===== src/tcr_pkg.sv =====
// Shared constants for the timer capture and compare register block.
package tcr_pkg;
    // I/O addresses of the registers on the core's internal I/O port.
    localparam logic [5:0] TCR_ADDR_CTRL_A = 6'h15;
    localparam logic [5:0] TCR_ADDR_MASK = 6'h39;
    localparam logic [5:0] TCR_ADDR_CNT_LO = 6'h32;
    localparam logic [5:0] TCR_ADDR_CNT_HI = 6'h14;
    localparam logic [5:0] TCR_ADDR_CMP_A = 6'h13;
    localparam logic [5:0] TCR_ADDR_CMP_B = 6'h12;
    // Control register A fields.
    localparam int TCR_BIT_WIDTH = 7;
    localparam int TCR_BIT_CAP_EN = 6;
    localparam int TCR_BIT_FILTER = 5;
    localparam int TCR_BIT_EDGE = 4;
    localparam int TCR_BIT_CMP_SRC = 3;
    localparam int TCR_BIT_SEQ = 0;
    localparam logic [7:0] TCR_CTRL_A_WMASK = 8'hF9;
    // Interrupt mask fields owned by this timer.
    localparam int TCR_BIT_IE_CMP_A = 4;
    localparam int TCR_BIT_IE_CMP_B = 3;
    localparam int TCR_BIT_IE_OVF = 1;
    localparam int TCR_BIT_IE_CAP = 0;
    localparam logic [7:0] TCR_MASK_WMASK = 8'h1B;
    // Flag indices for the flag and flag clear vectors.
    localparam int TCR_FLAG_CAP = 0;
    localparam int TCR_FLAG_OVF = 1;
    localparam int TCR_FLAG_CMP_B = 2;
    localparam int TCR_FLAG_CMP_A = 3;
    localparam int TCR_FLAG_COUNT = 4;
    localparam logic [7:0] TCR_RESET_BYTE = 8'h00;
    localparam logic [15:0] TCR_RESET_WORD = 16'h0000;
    localparam logic [7:0] TCR_BYTE_MAX = 8'hFF;
    localparam logic [15:0] TCR_WORD_MAX = 16'hFFFF;
    // Samples the noise filter must see equal before its output moves.
    localparam int TCR_FILTER_LEN = 4;
    typedef enum logic {TCR_SEQ_NORMAL, TCR_SEQ_CTC} tcr_seq_t;
endpackage


===== src/tcr_timer.sv =====
// Timer 0 control, counter, compare, capture and shared high-byte latch logic.
// Overview of operation
// Width bit selects 16-bit counter and compare.
// Capture enable bit selects input capture mode.
// Filter needs four equal samples before changing.
// Edge bit zero falling, one rising trigger.
// Capture copies count and sets capture flag.
// Comparator source bit routes comparator into capture.
// Software enables capture interrupt in mask register.
// Control bits 2 and 1 read zero.
// Bit 0 picks normal or clear-on-match counting.
// Counter low write blocks next tick's match.
// Counter low byte is count bits 7:0.
// Counter high goes through the shared latch.
// One high-byte latch shared by counter and compare registers.
// Compare A matches counter low in 8-bit.
// Compare B matches counter low byte, in 8-bit only.
// Compare A low, B high, written via latch.
// Software masks interrupts around shared-latch accesses.
// Low-byte write leaves latch contents unchanged.
// Low access moves both bytes in one cycle.
// Software writes high first, reads low first.
// Match sets flag next tick, only A in 16-bit.
// In 16-bit capture, compare pair is capture register.
`timescale 1ns/100ps
`default_nettype none
module tcr_timer
    import tcr_pkg::*;
(
    input wire logic clock,
    input wire logic reset,
    input wire logic [5:0] io_addr,
    input wire logic [7:0] io_wdata,
    input wire logic io_we,
    input wire logic io_re,
    output logic [7:0] io_rdata,
    input wire logic timer_tick,
    input wire logic capture_input_pin,
    input wire logic comparator_output,
    input wire logic [TCR_FLAG_COUNT-1:0] flag_clear,
    output logic [TCR_FLAG_COUNT-1:0] flags,
    output logic [TCR_FLAG_COUNT-1:0] irq
);
    logic [7:0] timer0_control_a;
    logic [7:0] timer_interrupt_mask;
    logic [15:0] timer_count;
    logic [7:0] compare_a;
    logic [7:0] compare_b;
    logic [7:0] high_latch;
    logic match_block;
    logic [TCR_FILTER_LEN-2:0] filter_shift;
    logic filter_out;
    logic capture_sample;
    logic capture_prev;

    wire width_select = timer0_control_a[TCR_BIT_WIDTH];
    wire capture_mode_enable = timer0_control_a[TCR_BIT_CAP_EN];
    wire capture_filter_enable = timer0_control_a[TCR_BIT_FILTER];
    wire capture_edge_select = timer0_control_a[TCR_BIT_EDGE];
    wire comparator_capture_source = timer0_control_a[TCR_BIT_CMP_SRC];
    wire tcr_seq_t count_sequence_select = tcr_seq_t'(timer0_control_a[TCR_BIT_SEQ]);

    wire wr_ctrl = io_we && io_addr == TCR_ADDR_CTRL_A;
    wire wr_mask = io_we && io_addr == TCR_ADDR_MASK;
    wire wr_cnt_lo = io_we && io_addr == TCR_ADDR_CNT_LO;
    wire wr_cnt_hi = io_we && io_addr == TCR_ADDR_CNT_HI;
    wire wr_cmp_a = io_we && io_addr == TCR_ADDR_CMP_A;
    wire wr_cmp_b = io_we && io_addr == TCR_ADDR_CMP_B;
    wire rd_cnt_lo = io_re && io_addr == TCR_ADDR_CNT_LO;
    wire rd_cnt_hi = io_re && io_addr == TCR_ADDR_CNT_HI;
    wire rd_cmp_a = io_re && io_addr == TCR_ADDR_CMP_A;
    wire rd_cmp_b = io_re && io_addr == TCR_ADDR_CMP_B;
    // Capture in 16-bit mode reads the compare pair through the latch.
    wire cap16 = width_select && capture_mode_enable;

    // The comparator path is gated off entirely unless selected.
    wire capture_raw = comparator_capture_source ? comparator_output
                                                 : capture_input_pin;
    // The input register is the fourth sample, so the filter adds exactly four cycles.
    wire filter_agree = ({filter_shift, capture_sample} == {TCR_FILTER_LEN{capture_sample}});
    wire next_filter_out = filter_agree ? capture_sample : filter_out;
    wire capture_level = capture_filter_enable ? filter_out : capture_sample;
    wire capture_event = capture_mode_enable
        && capture_level != capture_prev
        && capture_level == capture_edge_select;

    wire [15:0] top_value = width_select ? {compare_b, compare_a}
                                         : {TCR_RESET_BYTE, compare_a};
    wire [15:0] live_count = width_select ? timer_count
                                          : {TCR_RESET_BYTE, timer_count[7:0]};
    wire match_a = live_count == top_value;
    wire match_b = !width_select && timer_count[7:0] == compare_b;
    wire at_max = width_select ? timer_count == TCR_WORD_MAX
                               : timer_count[7:0] == TCR_BYTE_MAX;
    wire ctc_wrap = count_sequence_select == TCR_SEQ_CTC
        && !capture_mode_enable && match_a;
    wire [15:0] count_inc = timer_count + 16'h0001;
    wire [15:0] next_count = ctc_wrap ? TCR_RESET_WORD
        : width_select ? count_inc
        : {timer_count[15:8], count_inc[7:0]};
    // A match is held off for the tick after any counter write.
    wire match_ok = timer_tick && !match_block && !capture_mode_enable;

    wire [TCR_FLAG_COUNT-1:0] flag_set;
    assign flag_set[TCR_FLAG_CAP] = capture_event;
    assign flag_set[TCR_FLAG_OVF] = timer_tick && at_max && !ctc_wrap;
    assign flag_set[TCR_FLAG_CMP_B] = match_ok && match_b;
    assign flag_set[TCR_FLAG_CMP_A] = match_ok && match_a;
    // Set beats clear so an event in the clearing cycle is kept.
    wire [TCR_FLAG_COUNT-1:0] next_flags = flag_set | (flags & ~flag_clear);
    wire [TCR_FLAG_COUNT-1:0] irq_enable = {
        timer_interrupt_mask[TCR_BIT_IE_CMP_A],
        timer_interrupt_mask[TCR_BIT_IE_CMP_B],
        timer_interrupt_mask[TCR_BIT_IE_OVF],
        timer_interrupt_mask[TCR_BIT_IE_CAP]};

    // Read data: the latch answers counter high reads in 16-bit mode, and compare B reads only in 16-bit capture.
    wire [7:0] next_rdata =
        (io_addr == TCR_ADDR_CTRL_A) ? (timer0_control_a & TCR_CTRL_A_WMASK)
        : (io_addr == TCR_ADDR_MASK) ? (timer_interrupt_mask & TCR_MASK_WMASK)
        : (io_addr == TCR_ADDR_CNT_LO) ? timer_count[7:0]
        : (io_addr == TCR_ADDR_CNT_HI) ? (width_select ? high_latch
                                                       : timer_count[15:8])
        : (io_addr == TCR_ADDR_CMP_A) ? compare_a
        : (io_addr == TCR_ADDR_CMP_B) ? (cap16 ? high_latch : compare_b)
        : TCR_RESET_BYTE;

    // The single latch is loaded by high-byte writes and low-byte reads only.
    wire latch_wr = width_select && (wr_cnt_hi || wr_cmp_b);
    wire latch_rd = width_select && rd_cnt_lo;
    wire latch_cap_rd = cap16 && rd_cmp_a;
    wire [7:0] next_latch = latch_wr ? io_wdata
        : latch_rd ? timer_count[15:8]
        : latch_cap_rd ? compare_b
        : high_latch;

    // Counter: a CPU write wins over the tick in the same cycle.
    wire [15:0] cpu_count = width_select ? {high_latch, io_wdata}
                                         : {timer_count[15:8], io_wdata};
    wire [15:0] next_timer_count = wr_cnt_lo ? cpu_count
        : (wr_cnt_hi && !width_select) ? {io_wdata, timer_count[7:0]}
        : timer_tick ? next_count
        : timer_count;

    // Compare pair: capture loads A, and B only in 16-bit mode; otherwise CPU writes, B via the latch in 16-bit mode.
    wire [7:0] next_compare_a = capture_event ? timer_count[7:0]
        : wr_cmp_a ? io_wdata
        : compare_a;
    wire [7:0] next_compare_b = (capture_event && width_select) ? timer_count[15:8]
        : (wr_cmp_a && width_select) ? high_latch
        : (wr_cmp_b && !width_select) ? io_wdata
        : compare_b;
    wire next_match_block = (wr_cnt_lo || wr_cnt_hi) ? 1'b1
        : timer_tick ? 1'b0
        : match_block;

    always_ff @(posedge clock or posedge reset) begin
        if (reset) begin
            timer0_control_a <= TCR_RESET_BYTE;
            timer_interrupt_mask <= TCR_RESET_BYTE;
        end else begin
            if (wr_ctrl) begin
                timer0_control_a <= io_wdata & TCR_CTRL_A_WMASK;
            end
            if (wr_mask) begin
                timer_interrupt_mask <= io_wdata & TCR_MASK_WMASK;
            end
        end
    end

    always_ff @(posedge clock or posedge reset) begin
        if (reset) begin
            timer_count <= TCR_RESET_WORD;
            compare_a <= TCR_RESET_BYTE;
            compare_b <= TCR_RESET_BYTE;
            high_latch <= TCR_RESET_BYTE;
            match_block <= 1'b0;
            io_rdata <= TCR_RESET_BYTE;
        end else begin
            timer_count <= next_timer_count;
            compare_a <= next_compare_a;
            compare_b <= next_compare_b;
            high_latch <= next_latch;
            match_block <= next_match_block;
            io_rdata <= io_re ? next_rdata : TCR_RESET_BYTE;
        end
    end

    // The previous level starts at one so a released reset is no falling edge.
    always_ff @(posedge clock or posedge reset) begin
        if (reset) begin
            capture_sample <= 1'b1;
            filter_shift <= {(TCR_FILTER_LEN-1){1'b1}};
            filter_out <= 1'b1;
            capture_prev <= 1'b1;
            flags <= {TCR_FLAG_COUNT{1'b0}};
            irq <= {TCR_FLAG_COUNT{1'b0}};
        end else begin
            capture_sample <= capture_raw;
            filter_shift <= {filter_shift[TCR_FILTER_LEN-3:0], capture_sample};
            filter_out <= next_filter_out;
            capture_prev <= capture_level;
            flags <= next_flags;
            irq <= next_flags & irq_enable;
        end
    end
endmodule
`default_nettype wire


===== config.mk =====
export PLATFORM = sky130hd
export DESIGN_NAME = tcr_timer
export DESIGN_NICKNAME = d
export VERILOG_FILES = /design/src/tcr_pkg.sv /design/src/tcr_timer.sv
export SDC_FILE = /design/constraint.sdc
export NUM_CORES = 1
export LEC_CHECK = 0
export ABC_AREA = 1
export BUFFER_PORTS_ARGS = -buffer_cell sky130_fd_sc_hd__clkbuf_2
export CORE_MARGIN = 2
export CORE_UTILIZATION = 55
export CTS_CLUSTER_DIAMETER = 50
export CTS_CLUSTER_SIZE = 30
export DETAILED_ROUTE_END_ITERATION = 16
export GPL_TIMING_DRIVEN = 1
export PLACE_DENSITY_LB_ADDON = 0.2
export SLEW_MARGIN = 30
export SYNTH_ARGS = -nofsm -noshare
export SYNTH_HDL_FRONTEND = slang
export SYNTH_SLANG_ARGS = --single-unit

===== constraint.sdc =====
create_clock -name clock -period 2.6 [get_ports clock]
set_input_delay 0.13 -clock clock [delete_from_list [all_inputs] [get_ports clock]]
set_output_delay 0.13 -clock clock [all_outputs]
set_load 0.02 [all_outputs]

==> run metrics, run 1 <==
overall die width slightly below 100 um; reported max-cap violation count 0; largest net degree at the start of global routing 36; share of cell area taken by muxes after synthesis 0.002328; startpoint type of the worst setup path flop; Avg Vias per Cell 6.044; Placeable Area 8636 um2; maximum clock insertion buffer count 2; weighted congestion reported at the end of routability-driven placement 1.009; synthesized-area fraction occupied by adder cells 0.002587; combinational family with the most area after synthesis simple AND/OR/NAND/NOR gates; async set or reset register ratio after synthesis 1.000; top library cells by usage in the layout, fill and taps aside nand2_1, o21ai_0, inv_1, dfrtp_1, nand3_1; minimum period implied by the final worst setup slack 2186 ps; IO Count 41; setup clock skew after layout 7.886 ps; count of nets after finishing roughly 730; outcome finished clean; busiest layer in global routing met2; detailed placement HPWL 12.22 mm; maximum clock frequency 457.4 MHz; CTS HTree Levels 3; IR drop worst, VDD 0.3482 mV; biggest area contributors in the synthesized netlist dfrtp_1, nand2_1, o21ai_0, inv_1, nand3_1; leakage power summed over all cells 2.637 nW; Avg Synthesized Cell Area 7.340 um2; vias in the first global route 4,710; Resize count post-CTS 0; Yosys warnings 0; summed negative setup slack over all endpoints 0 ps; main flop type after synthesis dfrtp_1; DRC violation count after routing 0; Synth Register Bits 73; Compound-Gate Fraction of Synth Area 0.2243; met3 GRT Util 0.06013; post-synthesis xor/xnor area fraction 0.01811; Port-buffer cells 40; buffers inserted during post-CTS setup optimization 0; type of destination of the critical path flop; number of antenna-violating nets in the routed design 0; data required time at the worst endpoint 2890 ps; DR WL/cell 19.78 um; vertical die dimension 97.78 um; number of distinct library cells after synthesis 48; number of slew-limit violations in the final report 0; syn_nets roughly 690; leftover overflow at the end of global routing 0; final number of setup-violating endpoints 0; detailed-route wire length 16.08 mm; data arrival time of the critical path between 2000 and 2500 ps; share of the synthesized area in the top cell type 0.3466; portion of the post-synthesis area used by sequential elements 0.3792; Syn Std Cell Area 4837 um2; Antenna diodes 0; most common cell after layout, fill and taps aside nand2_1; router iterations before antenna repair 5; GR Util met1 0.4819; unrepaired setup endpoints after global routing no; antenna violations before repair 0; share of cells above drive strength 1 0.1660; number of flops mapped to enable cells by yosys 0; worst hold path class in -> reg; final core area utilization 0.6152; routed vias approximately 4,900; power per cell area 713.6 nW/um2; Post-Synth Simple-Gate Area 0.2669; transition at the pin with the smallest max-transition slack around 730 ps; path type of the worst setup path reg -> reg; Mapped Cells 659; source-to-sink clock delay at the later pin of the worst-skew pair 350 ps; portion of the clock cycle consumed by the worst path in the final layout 0.8409; number of hold-slack violations in the final timing report 0; wire length of the first global-routing pass 26.10 mm; clock edge transition at the registers on the reported setup and hold paths ~80 ps; CTS tree yes; library cell occupying the most area in the post-synthesis netlist dfrtp_1; cell row count 34; GR Layer Usage met2 0.5517; starting density of the core 0.5601; reg2reg setup slack 410 ps; clk root buf clkbuf_8; total CTS buffers 9; largest driver fanout on the critical path 24; TritonCTS sink count 73; detailed router's first-iteration violation count 489; total global-route track usage 0.3511; Die Footprint ~9600 um2; Max transition margin 0.5134; area added between synthesis and finish 9.829%; total of hold buffers inserted after clock tree synthesis 1
-- flip-flops by register name, indices dropped and copies added, names as in the netlist, 3 cells and up --
register,cells
compare_a,8
compare_b,8
filter_shift,3
flags,4
high_latch,8
io_rdata,8
irq,4
timer0_control_a,6
timer_count,16
timer_interrupt_mask,4
-- cell type report --
class                      instances  area (um2)
sequential                        73        1834
timing repair buffer              55       327.8
clock inverter                     5       56.30
multi-input combinational        473        2487
tap                              108       135.1
fill                             812        3323
clock buffer                      11       141.4
inverter                          88       330.3
-- metrics by stage --
step	total power [mW]	hold slack, ps	setup slack [ps]	instance area [um2]	cells
finish	3.791	9.129	413.7	5313	813
global route	4.008	21.24	123.3	5313	813
CTS	3.760	5.849	438.8	5313	813
detailed placement	2.848	258.1	461.0	5105	796
global placement	2.823	247.8	541.9	5105	796
floorplan	2.416	262.6	626.7	4837	659
-- where the power goes --
group | switching, mW | internal [mW]
registers | 0.322 | 1.36
logic | 0.775 | 0.409
clock network | 0.452 | 0.469
-- critical path: stages, from the launching register on --
cell and delay (ps):
dfrtp_1 650, nand3_1 210, nand2_1 70, nor2_1 140
nand2_1 70, nor2_1 180, nand3_2 110, nand3_1 100
nand3_2 240, inv_1 220, nand2_1 80, nand2_1 70
-- Yosys cell counts, types with 5 or more instances --
cell and n:
nand2_1 162, o21ai_0 86, inv_1 79, dfrtp_1 67, nand3_1 44, nor2_1 32, a21oi_1 29, o211ai_1 17
o22ai_1 10, xor2_1 10, buf_2 9, o21ai_1 9, o221ai_1 9, buf_6 8, inv_2 8, nor3_1 8
nand4_1 7, dfstp_2 6, buf_4 5, nand2_2 5, nor2_2 5
-- per-layer routing --
layer / vias up / part of all wire
li1: 2287 / -
met1: 2279 / 0.41
met2: 298 / 0.45
met3: 50 / 0.096
met4: 0 / 0.048
met5: - / 0
-- logic make-up after synthesis --
logic type,after synthesis
buffers and inverters,113
AOI/OAI and AO/OA,180
xor gates and xnor gates,10
muxes,1
adders and majority gates,1
and+or+nand+nor,281
DFF,73
-- worst paths after layout --
| check | start | to | cells past startpoint |
|---|---|---|---|
| setup / recovery | timer0_control_a[7]$_DFFE_PP0P_ | timer_count[8]$_DFFE_PP0P_ | 11 |
| hold / removal | capture_input_pin | capture_sample$_DFF_PP1_ | 2 |
| setup reg to reg | timer0_control_a[7]$_DFFE_PP0P_ | timer_count[8]$_DFFE_PP0P_ | 11 |
| hold reg to reg | filter_shift[1]$_DFF_PP1_ | filter_shift[2]$_DFF_PP1_ | 0 |
| max in group asynchronous | reset | timer_count[11]$_DFFE_PP0P_ | 5 |
| min in group asynchronous | reset | high_latch[6]$_DFFE_PP0P_ | 3 |
Note: power is estimated with default switching activity, not from simulation.
==> run 2: changes to the inputs <==
- clock period: 2.6 -> 2.1 ns (I/O delays scaled with it)
==> run 2 against run 1 <==
  * The flow now finishes with violations (negative hold slack)
  * Clock skew is 2.8 ps higher
  * Worst hold slack worse by 10 ps
  * Die area did not move
  * Count of clock-buffer cells in the layout is the same
  * Clock power up 51%
  * Flip-flop and latch count did not move
  * Critical path depth decreased by 4
==> run metrics, run 2 (synthesis gave the netlist of run 1 again) <==
unrepaired setup endpoints after global routing no; Avg Vias per Cell approximately 6; Flop pwr share 0.416; Cell Int Power roughly 3.1 mW; vias in the first global route 4,768; leftover overflow at the end of global routing 0; fin area 5499 um2; Port-buffer cells 40; Max transition margin 0.5059; cell row count 34; reg2reg setup slack ~190 ps; number of hold-slack violations in the final timing report 2; detailed router's first-iteration violation count 586; Slowest cell on crit path dfstp_2; Antenna diodes 0; IO Count 41; overall die width 97.78 um; weighted congestion reported at the end of routability-driven placement 1.068; start point of the critical path capture_sample$_DFF_PP1_; outcome finished, violations left; portion of the clock cycle consumed by the worst path in the final layout 0.9108; worst hold path class in -> reg; Total Power Consumption 5.003 mW; summed negative setup slack over all endpoints 0 ps; number of cells traversed by the worst register-to-register path 7; ordered cell list for the critical path inv_1, o21ai_2, o21bai_1, nand4_2, buf_4, o211ai_1, o21ai_0; minimum period implied by the final worst setup slack 1913 ps; number of antenna-violating nets in the routed design 0; top library cells by usage in the layout, fill and taps aside nand2_1, o21ai_0, inv_1, dfrtp_1, nand3_1; Bufs and invs on worst path 2; DR WL/cell 19.03 um; wire length of the first global-routing pass 25.33 mm; CTS tree yes; net switching component of the power 1.925 mW; share of cells above drive strength 1 0.1872; largest driver fanout on the critical path 12; endpoint of the most critical setup path compare_b[6]$_DFFE_PP0P_; portion of total power attributed to the clock network 0.278; DRC violation count after routing 0; antenna violations before repair 0; number of slew-limit violations in the final report 0; Placeable Area around 8600 um2; switching power as a share of total power 0.3848; area added between synthesis and finish 13.68%; CTS HTree Levels 3; startpoint type of the worst setup path flop; critical register-to-register path startpoint capture_sample$_DFF_PP1_; Final Hold Slack -1.059 ps; clk root buf clkbuf_8; most common cell after layout, fill and taps aside nand2_1; TritonCTS sink count 73; final number of setup-violating endpoints 0; largest net degree at the start of global routing 53; power share of the combinational group 0.307; router iterations before antenna repair 9; reported max-cap violation count 0; worst flop-to-flop path endpoint compare_b[6]$_DFFE_PP0P_; count of nets after finishing 742; path type of the worst setup path reg -> reg; cell family with the largest share of critical-path delay compound AO/OA/AOI/OAI gates; cell count along the critical path 7; leakage power summed over all cells 2.734 nW; starting density of the core 0.5601; routed vias 4,984; setup clock skew after layout 10.67 ps; maximum clock insertion buffer count 2; type of destination of the critical path flop; detailed-route wire length ~16 mm; clock edge transition at the registers on the reported setup and hold paths approximately 80 ps; transition at the pin with the smallest max-transition slack 736.2 ps; power per cell area 909.8 nW/um2; Die Footprint 9561 um2; data arrival time of the critical path 2140 ps; vertical die dimension 97.78 um; total CTS buffers 9; final core area utilization 0.6368; maximum clock frequency 522.8 MHz; total global-route track usage 0.3403; Worst path max stage delay approximately 550 ps; source-to-sink clock delay at the later pin of the worst-skew pair 360 ps; placed instance area a little over 5000 um2; register with the most flip-flops timer_count; number of flip-flops under the largest register name 16; violations in the final reports negative hold slack; data required time at the worst endpoint 2330 ps; IR drop worst, VDD 0.4390 mV; detailed placement HPWL 11.80 mm
-- run 2: power groups by stage --
| stage | logic [mW] | clock network, mW | registers (mW) |
|---|---|---|---|
| finish | 1.54 | 1.39 | 2.08 |
| global route | 1.71 | 1.45 | 2.10 |
| CTS | 1.49 | 1.39 | 2.05 |
| detailed placement | 1.48 | 0 | 2.08 |
| global placement | 1.46 | 0 | 2.07 |
| floorplan | 1.08 | 0 | 1.91 |
-- run 2: tightest hold or removal path, stage by stage --
cell,delay [ps]
clkbuf_2,70
inv_1,30
nand2_1,60
nand2_1,50
-- run 2: worst min path at each step --
stage,from,end,slack [ps],depth (start not counted)
2_1_floorplan,io_re,io_rdata[4]$_DFF_PP0_,240,2
3_3_place_gp,reset,timer0_control_a[6]$_DFFE_PP0P_,150,3
3_5_place_dp,reset,timer0_control_a[7]$_DFFE_PP0P_,160,3
4_1_cts,flag_clear[2],flags[2]$_DFF_PP0_,4,4
5_1_grt,flag_clear[0],flags[0]$_DFF_PP0_,8,4
6_report,flag_clear[2],flags[2]$_DFF_PP0_,-1,4
-- run 2: what timing repair did --
item / CTS / global route
setup buffers: 0 / 2
hold buffers: 4 / 0
gates resized for setup: 0 / 5
endpoints found under the hold margin: 69 / 0
endpoints found under the setup margin: 0 / 9
-- run 2: metrics by stage --
step / instances / worst slack (ps)
final: 829 / 187.3
after global routing: 829 / 17.45
after CTS: 827 / 100.9
after detailed placement: 807 / 125.4
after global placement: 807 / 188.4
after floorplan: 659 / 151.7
-- run 2: area by class of cell --
| cell class | instances | area [um2] |
|---|---|---|
| clock buffers | 11 | 141.4 |
| repair buffers | 71 | 455.4 |
| flip-flops and latches | 73 | 1838 |
| inverters | 88 | 330.3 |
| fillers | 794 | 3137 |
| multi-input cells | 473 | 2495 |
| clock inverters | 5 | 103.9 |
| well taps | 108 | 135.1 |
-- run 2: layer usage --
layer	GRT usage	wire, um	up-vias
li1	-	-	2321
met1	0.4538	6495	2322
met2	0.5247	7026	266
met3	0.06299	1336	75
met4	0.1923	914	0
met5	0	0	-
==> run 3: changes to the inputs <==
- ABC_AREA: 1 -> unset
- CTS_CLUSTER_DIAMETER: 50 -> unset
==> run 3 against run 2 <==
  * The flow now finishes without violations
  * Global-route usage rose by 1.6 points
  * Flip-flop and latch count did not move
  * Die area fell by 6.3%
  * Area after synthesis fell by 6.5%
  * Clock skew rose by 1.8 ps
  * Critical path depth did not move
  * Clock power fell by 11%
  * Final cell count fell by 15%
  * Largest cell class unchanged
  * Largest power group is now combinational logic
  * Highest routed layer unchanged
==> run metrics, run 3 <==
outcome finished clean; count of nets after finishing 622; area taken by flip-flops and latches 1838 um2; library cell occupying the most area in the post-synthesis netlist dfrtp_1; number of flip-flops under the largest register name 16; wire length of the first global-routing pass 23.36 mm; Slowest cell on crit path nor4_2; Compound-Gate Fraction of Synth Area 0.1755; DR WL/cell ~22 um; share of the synthesized area in the top cell type 0.3709; Flop pwr share 0.359; Metal-1 WL 6.070 mm; startpoint type of the worst setup path flop; Yosys warnings 0; Die Footprint 8961 um2; transition at the pin with the smallest max-transition slack 654.6 ps; weighted congestion reported at the end of routability-driven placement 1.083; largest driver fanout on the critical path 5; most frequently used cell type in the post-synthesis netlist dfrtp_1; total CTS buffers 9; biggest area contributors in the synthesized netlist dfrtp_1, mux2i_1, mux2_2, a21oi_1, xor2_1; starting density of the core 0.5586; CTS tree yes; Antenna diodes 0; minimum period implied by the final worst setup slack 2069 ps; combinational family with the most area after synthesis compound AO/OA/AOI/OAI gates; detailed router's first-iteration violation count 373; top library cells by usage in the layout, fill and taps aside buf_4, dfrtp_1, a21oi_1, nor2_1, clkbuf_2; vertical die dimension about 95 um; Avg Synthesized Cell Area 9.302 um2; CTS HTree Levels 3; Port-buffer cells 40; data arrival time of the critical path around 2300 ps; overall die width approximately 95 um; vias in the first global route 4,301; largest net degree at the start of global routing 38; worst hold path class in -> reg; cell row count 33; type of destination of the critical path flop; net switching component of the power 2.198 mW; number of flops mapped to enable cells by yosys 0; top cells by count, synth dfrtp_1, a21oi_1, nor2_1; path type of the worst setup path reg -> reg; main flop type after synthesis dfrtp_1; source-to-sink clock delay at the later pin of the worst-skew pair 370 ps; Synth Register Bits 73; maximum clock frequency 483.2 MHz; IO Count 41; setup clock skew after layout 12.45 ps; clk root buf clkbuf_8; total global-route track usage 0.3558; area added between synthesis and finish 30.78%; maximum clock insertion buffer count 2; post-synthesis xor/xnor area fraction 0.05231; routed vias around 4,500; portion of the post-synthesis area used by sequential elements 0.4058; IR drop worst, VDD 0.7860 mV; final number of setup-violating endpoints 0; share of cells above drive strength 1 0.3444; leakage power summed over all cells 2.638 nW; number of distinct library cells after synthesis 58; Cell Int Power 3.439 mW; register with the most flip-flops timer_count; Max transition margin 0.5603; met3 WL 1.423 mm; antenna violations before repair 0; number of slew-limit violations in the final report 0; share of cell area taken by muxes after synthesis 0.1500; data required time at the worst endpoint approximately 2300 ps; ordered cell list for the critical path xor2_1, nor4_2, a21oi_4, o21ai_4, buf_6, a21oi_1, a221o_1; number of antenna-violating nets in the routed design 0; syn_nets approximately 500; area used by multi-input combinational logic 2661 um2; power per cell area around 950 nW/um2; Mapped Cells 486; portion of the clock cycle consumed by the worst path in the final layout 0.9854; switching power as a share of total power 0.3899; amount of wire on met2 after detailed routing 7.392 mm; clock edge transition at the registers on the reported setup and hold paths ~90 ps; reported max-cap violation count 0; DRC violation count after routing 0; router iterations before antenna repair 6; Total Power Consumption 5.637 mW; top layer reached by signal wires met4; TritonCTS sink count between 70 and 80; synthesized-area fraction occupied by adder cells 0.002768; final core area utilization 0.7305; Placeable Area between 8000 and 9000 um2; async set or reset register ratio after synthesis 1.000; detailed-route wire length between 15 and 20 mm; filler instances about 650; Avg Vias per Cell 6.327; portion of total power attributed to the clock network 0.220; Worst path max stage delay 460 ps; Post-Synth Simple-Gate Area 0.1705; power share of the combinational group 0.421; most common cell after layout, fill and taps aside buf_4; unrepaired setup endpoints after global routing yes; summed negative setup slack over all endpoints 0 ps; leftover overflow at the end of global routing 0; Syn Std Cell Area between 4000 and 5000 um2; detailed placement HPWL 11.45 mm; number of hold-slack violations in the final timing report 0
## run 3: kinds of logic (layout without fill, tap and decap cells)
logic type,count (synthesis),after routing
adder cells (fa/ha/maj),1,1
buffers and inverters,46,161
XOR/XNOR,27,27
AND/OR/NAND/NOR,155,155
multiplexers,61,61
AO/OA/AOI/OAI,123,123
flip-flops,73,73
## run 3: area by class of cell
class                           instances  area share
Clock inverter                          7     0.01566
Tap cell                              105     0.02222
Sequential cell                        73      0.3109
Clock buffer                            9     0.02095
Timing Repair Buffer                  133      0.1725
Multi-Input combinational cell        367      0.4502
Inverter                               12    0.007619
## run 3: path summary, 6_finish.rpt
kind                                        startpoint                         end  slack, ps  depth (start not counted)
setup reg to reg           timer_count[15]$_DFFE_PP0P_  timer_count[6]$_DFFE_PP0P_         30                          7
setup / recovery           timer_count[15]$_DFFE_PP0P_  timer_count[6]$_DFFE_PP0P_         30                          7
max in group asynchronous                        reset      capture_prev$_DFF_PP1_       1120                          4
hold reg to reg              filter_shift[0]$_DFF_PP1_   filter_shift[1]$_DFF_PP1_        380                          0
min in group asynchronous                        reset       io_rdata[4]$_DFF_PP0_        330                          3
hold / removal                                   io_re       io_rdata[3]$_DFF_PP0_         90                          3
## run 3: worst max-delay path: cells and delay by family, from the launching register on
kind	cells	cell delay (ps)
simple gates	1	460
xor+xnor	1	190
flops	1	420
buf+inv	1	150
compound gates	4	740
## run 3: power by group through the flow
stage	clock network [mW]	registers (mW)	logic, mW
after detailed placement	0	2.04	1.99
after global placement	0	2.02	1.95
after CTS	1.25	2.02	2.06
after global routing	1.32	2.06	2.52
after floorplan	0	1.97	1.14
final	1.24	2.02	2.37
## run 3: metal layers
metal | track usage | vias to the layer above
li1 | - | 1992
met1 | 0.4630 | 2167
met2 | 0.5591 | 251
met3 | 0.08140 | 57
met4 | 0.1739 | 0
met5 | 0 | -
## run 3: per-stage QoR
stage / instance area, um2 / instances / hold slack (ps) / setup slack [ps]
detailed placement: 5379 / 675 / 186.7 / -195.9
global placement: 5379 / 675 / 167.9 / -243.8
finish: 5912 / 706 / 88.04 / 30.63
global route: 5912 / 706 / 92.36 / -53.29
floorplan: 4524 / 486 / 215.9 / 16.27
CTS: 5704 / 698 / 73.06 / -27.40
## run 3: repair_timing
action,4_1_cts,5_1_grt
endpoints found under the setup margin,20,24
endpoints found under the hold margin,24,0
hold buffers,7,0
gates resized for setup,8,23
pin swaps,2,14
setup buffers,0,8
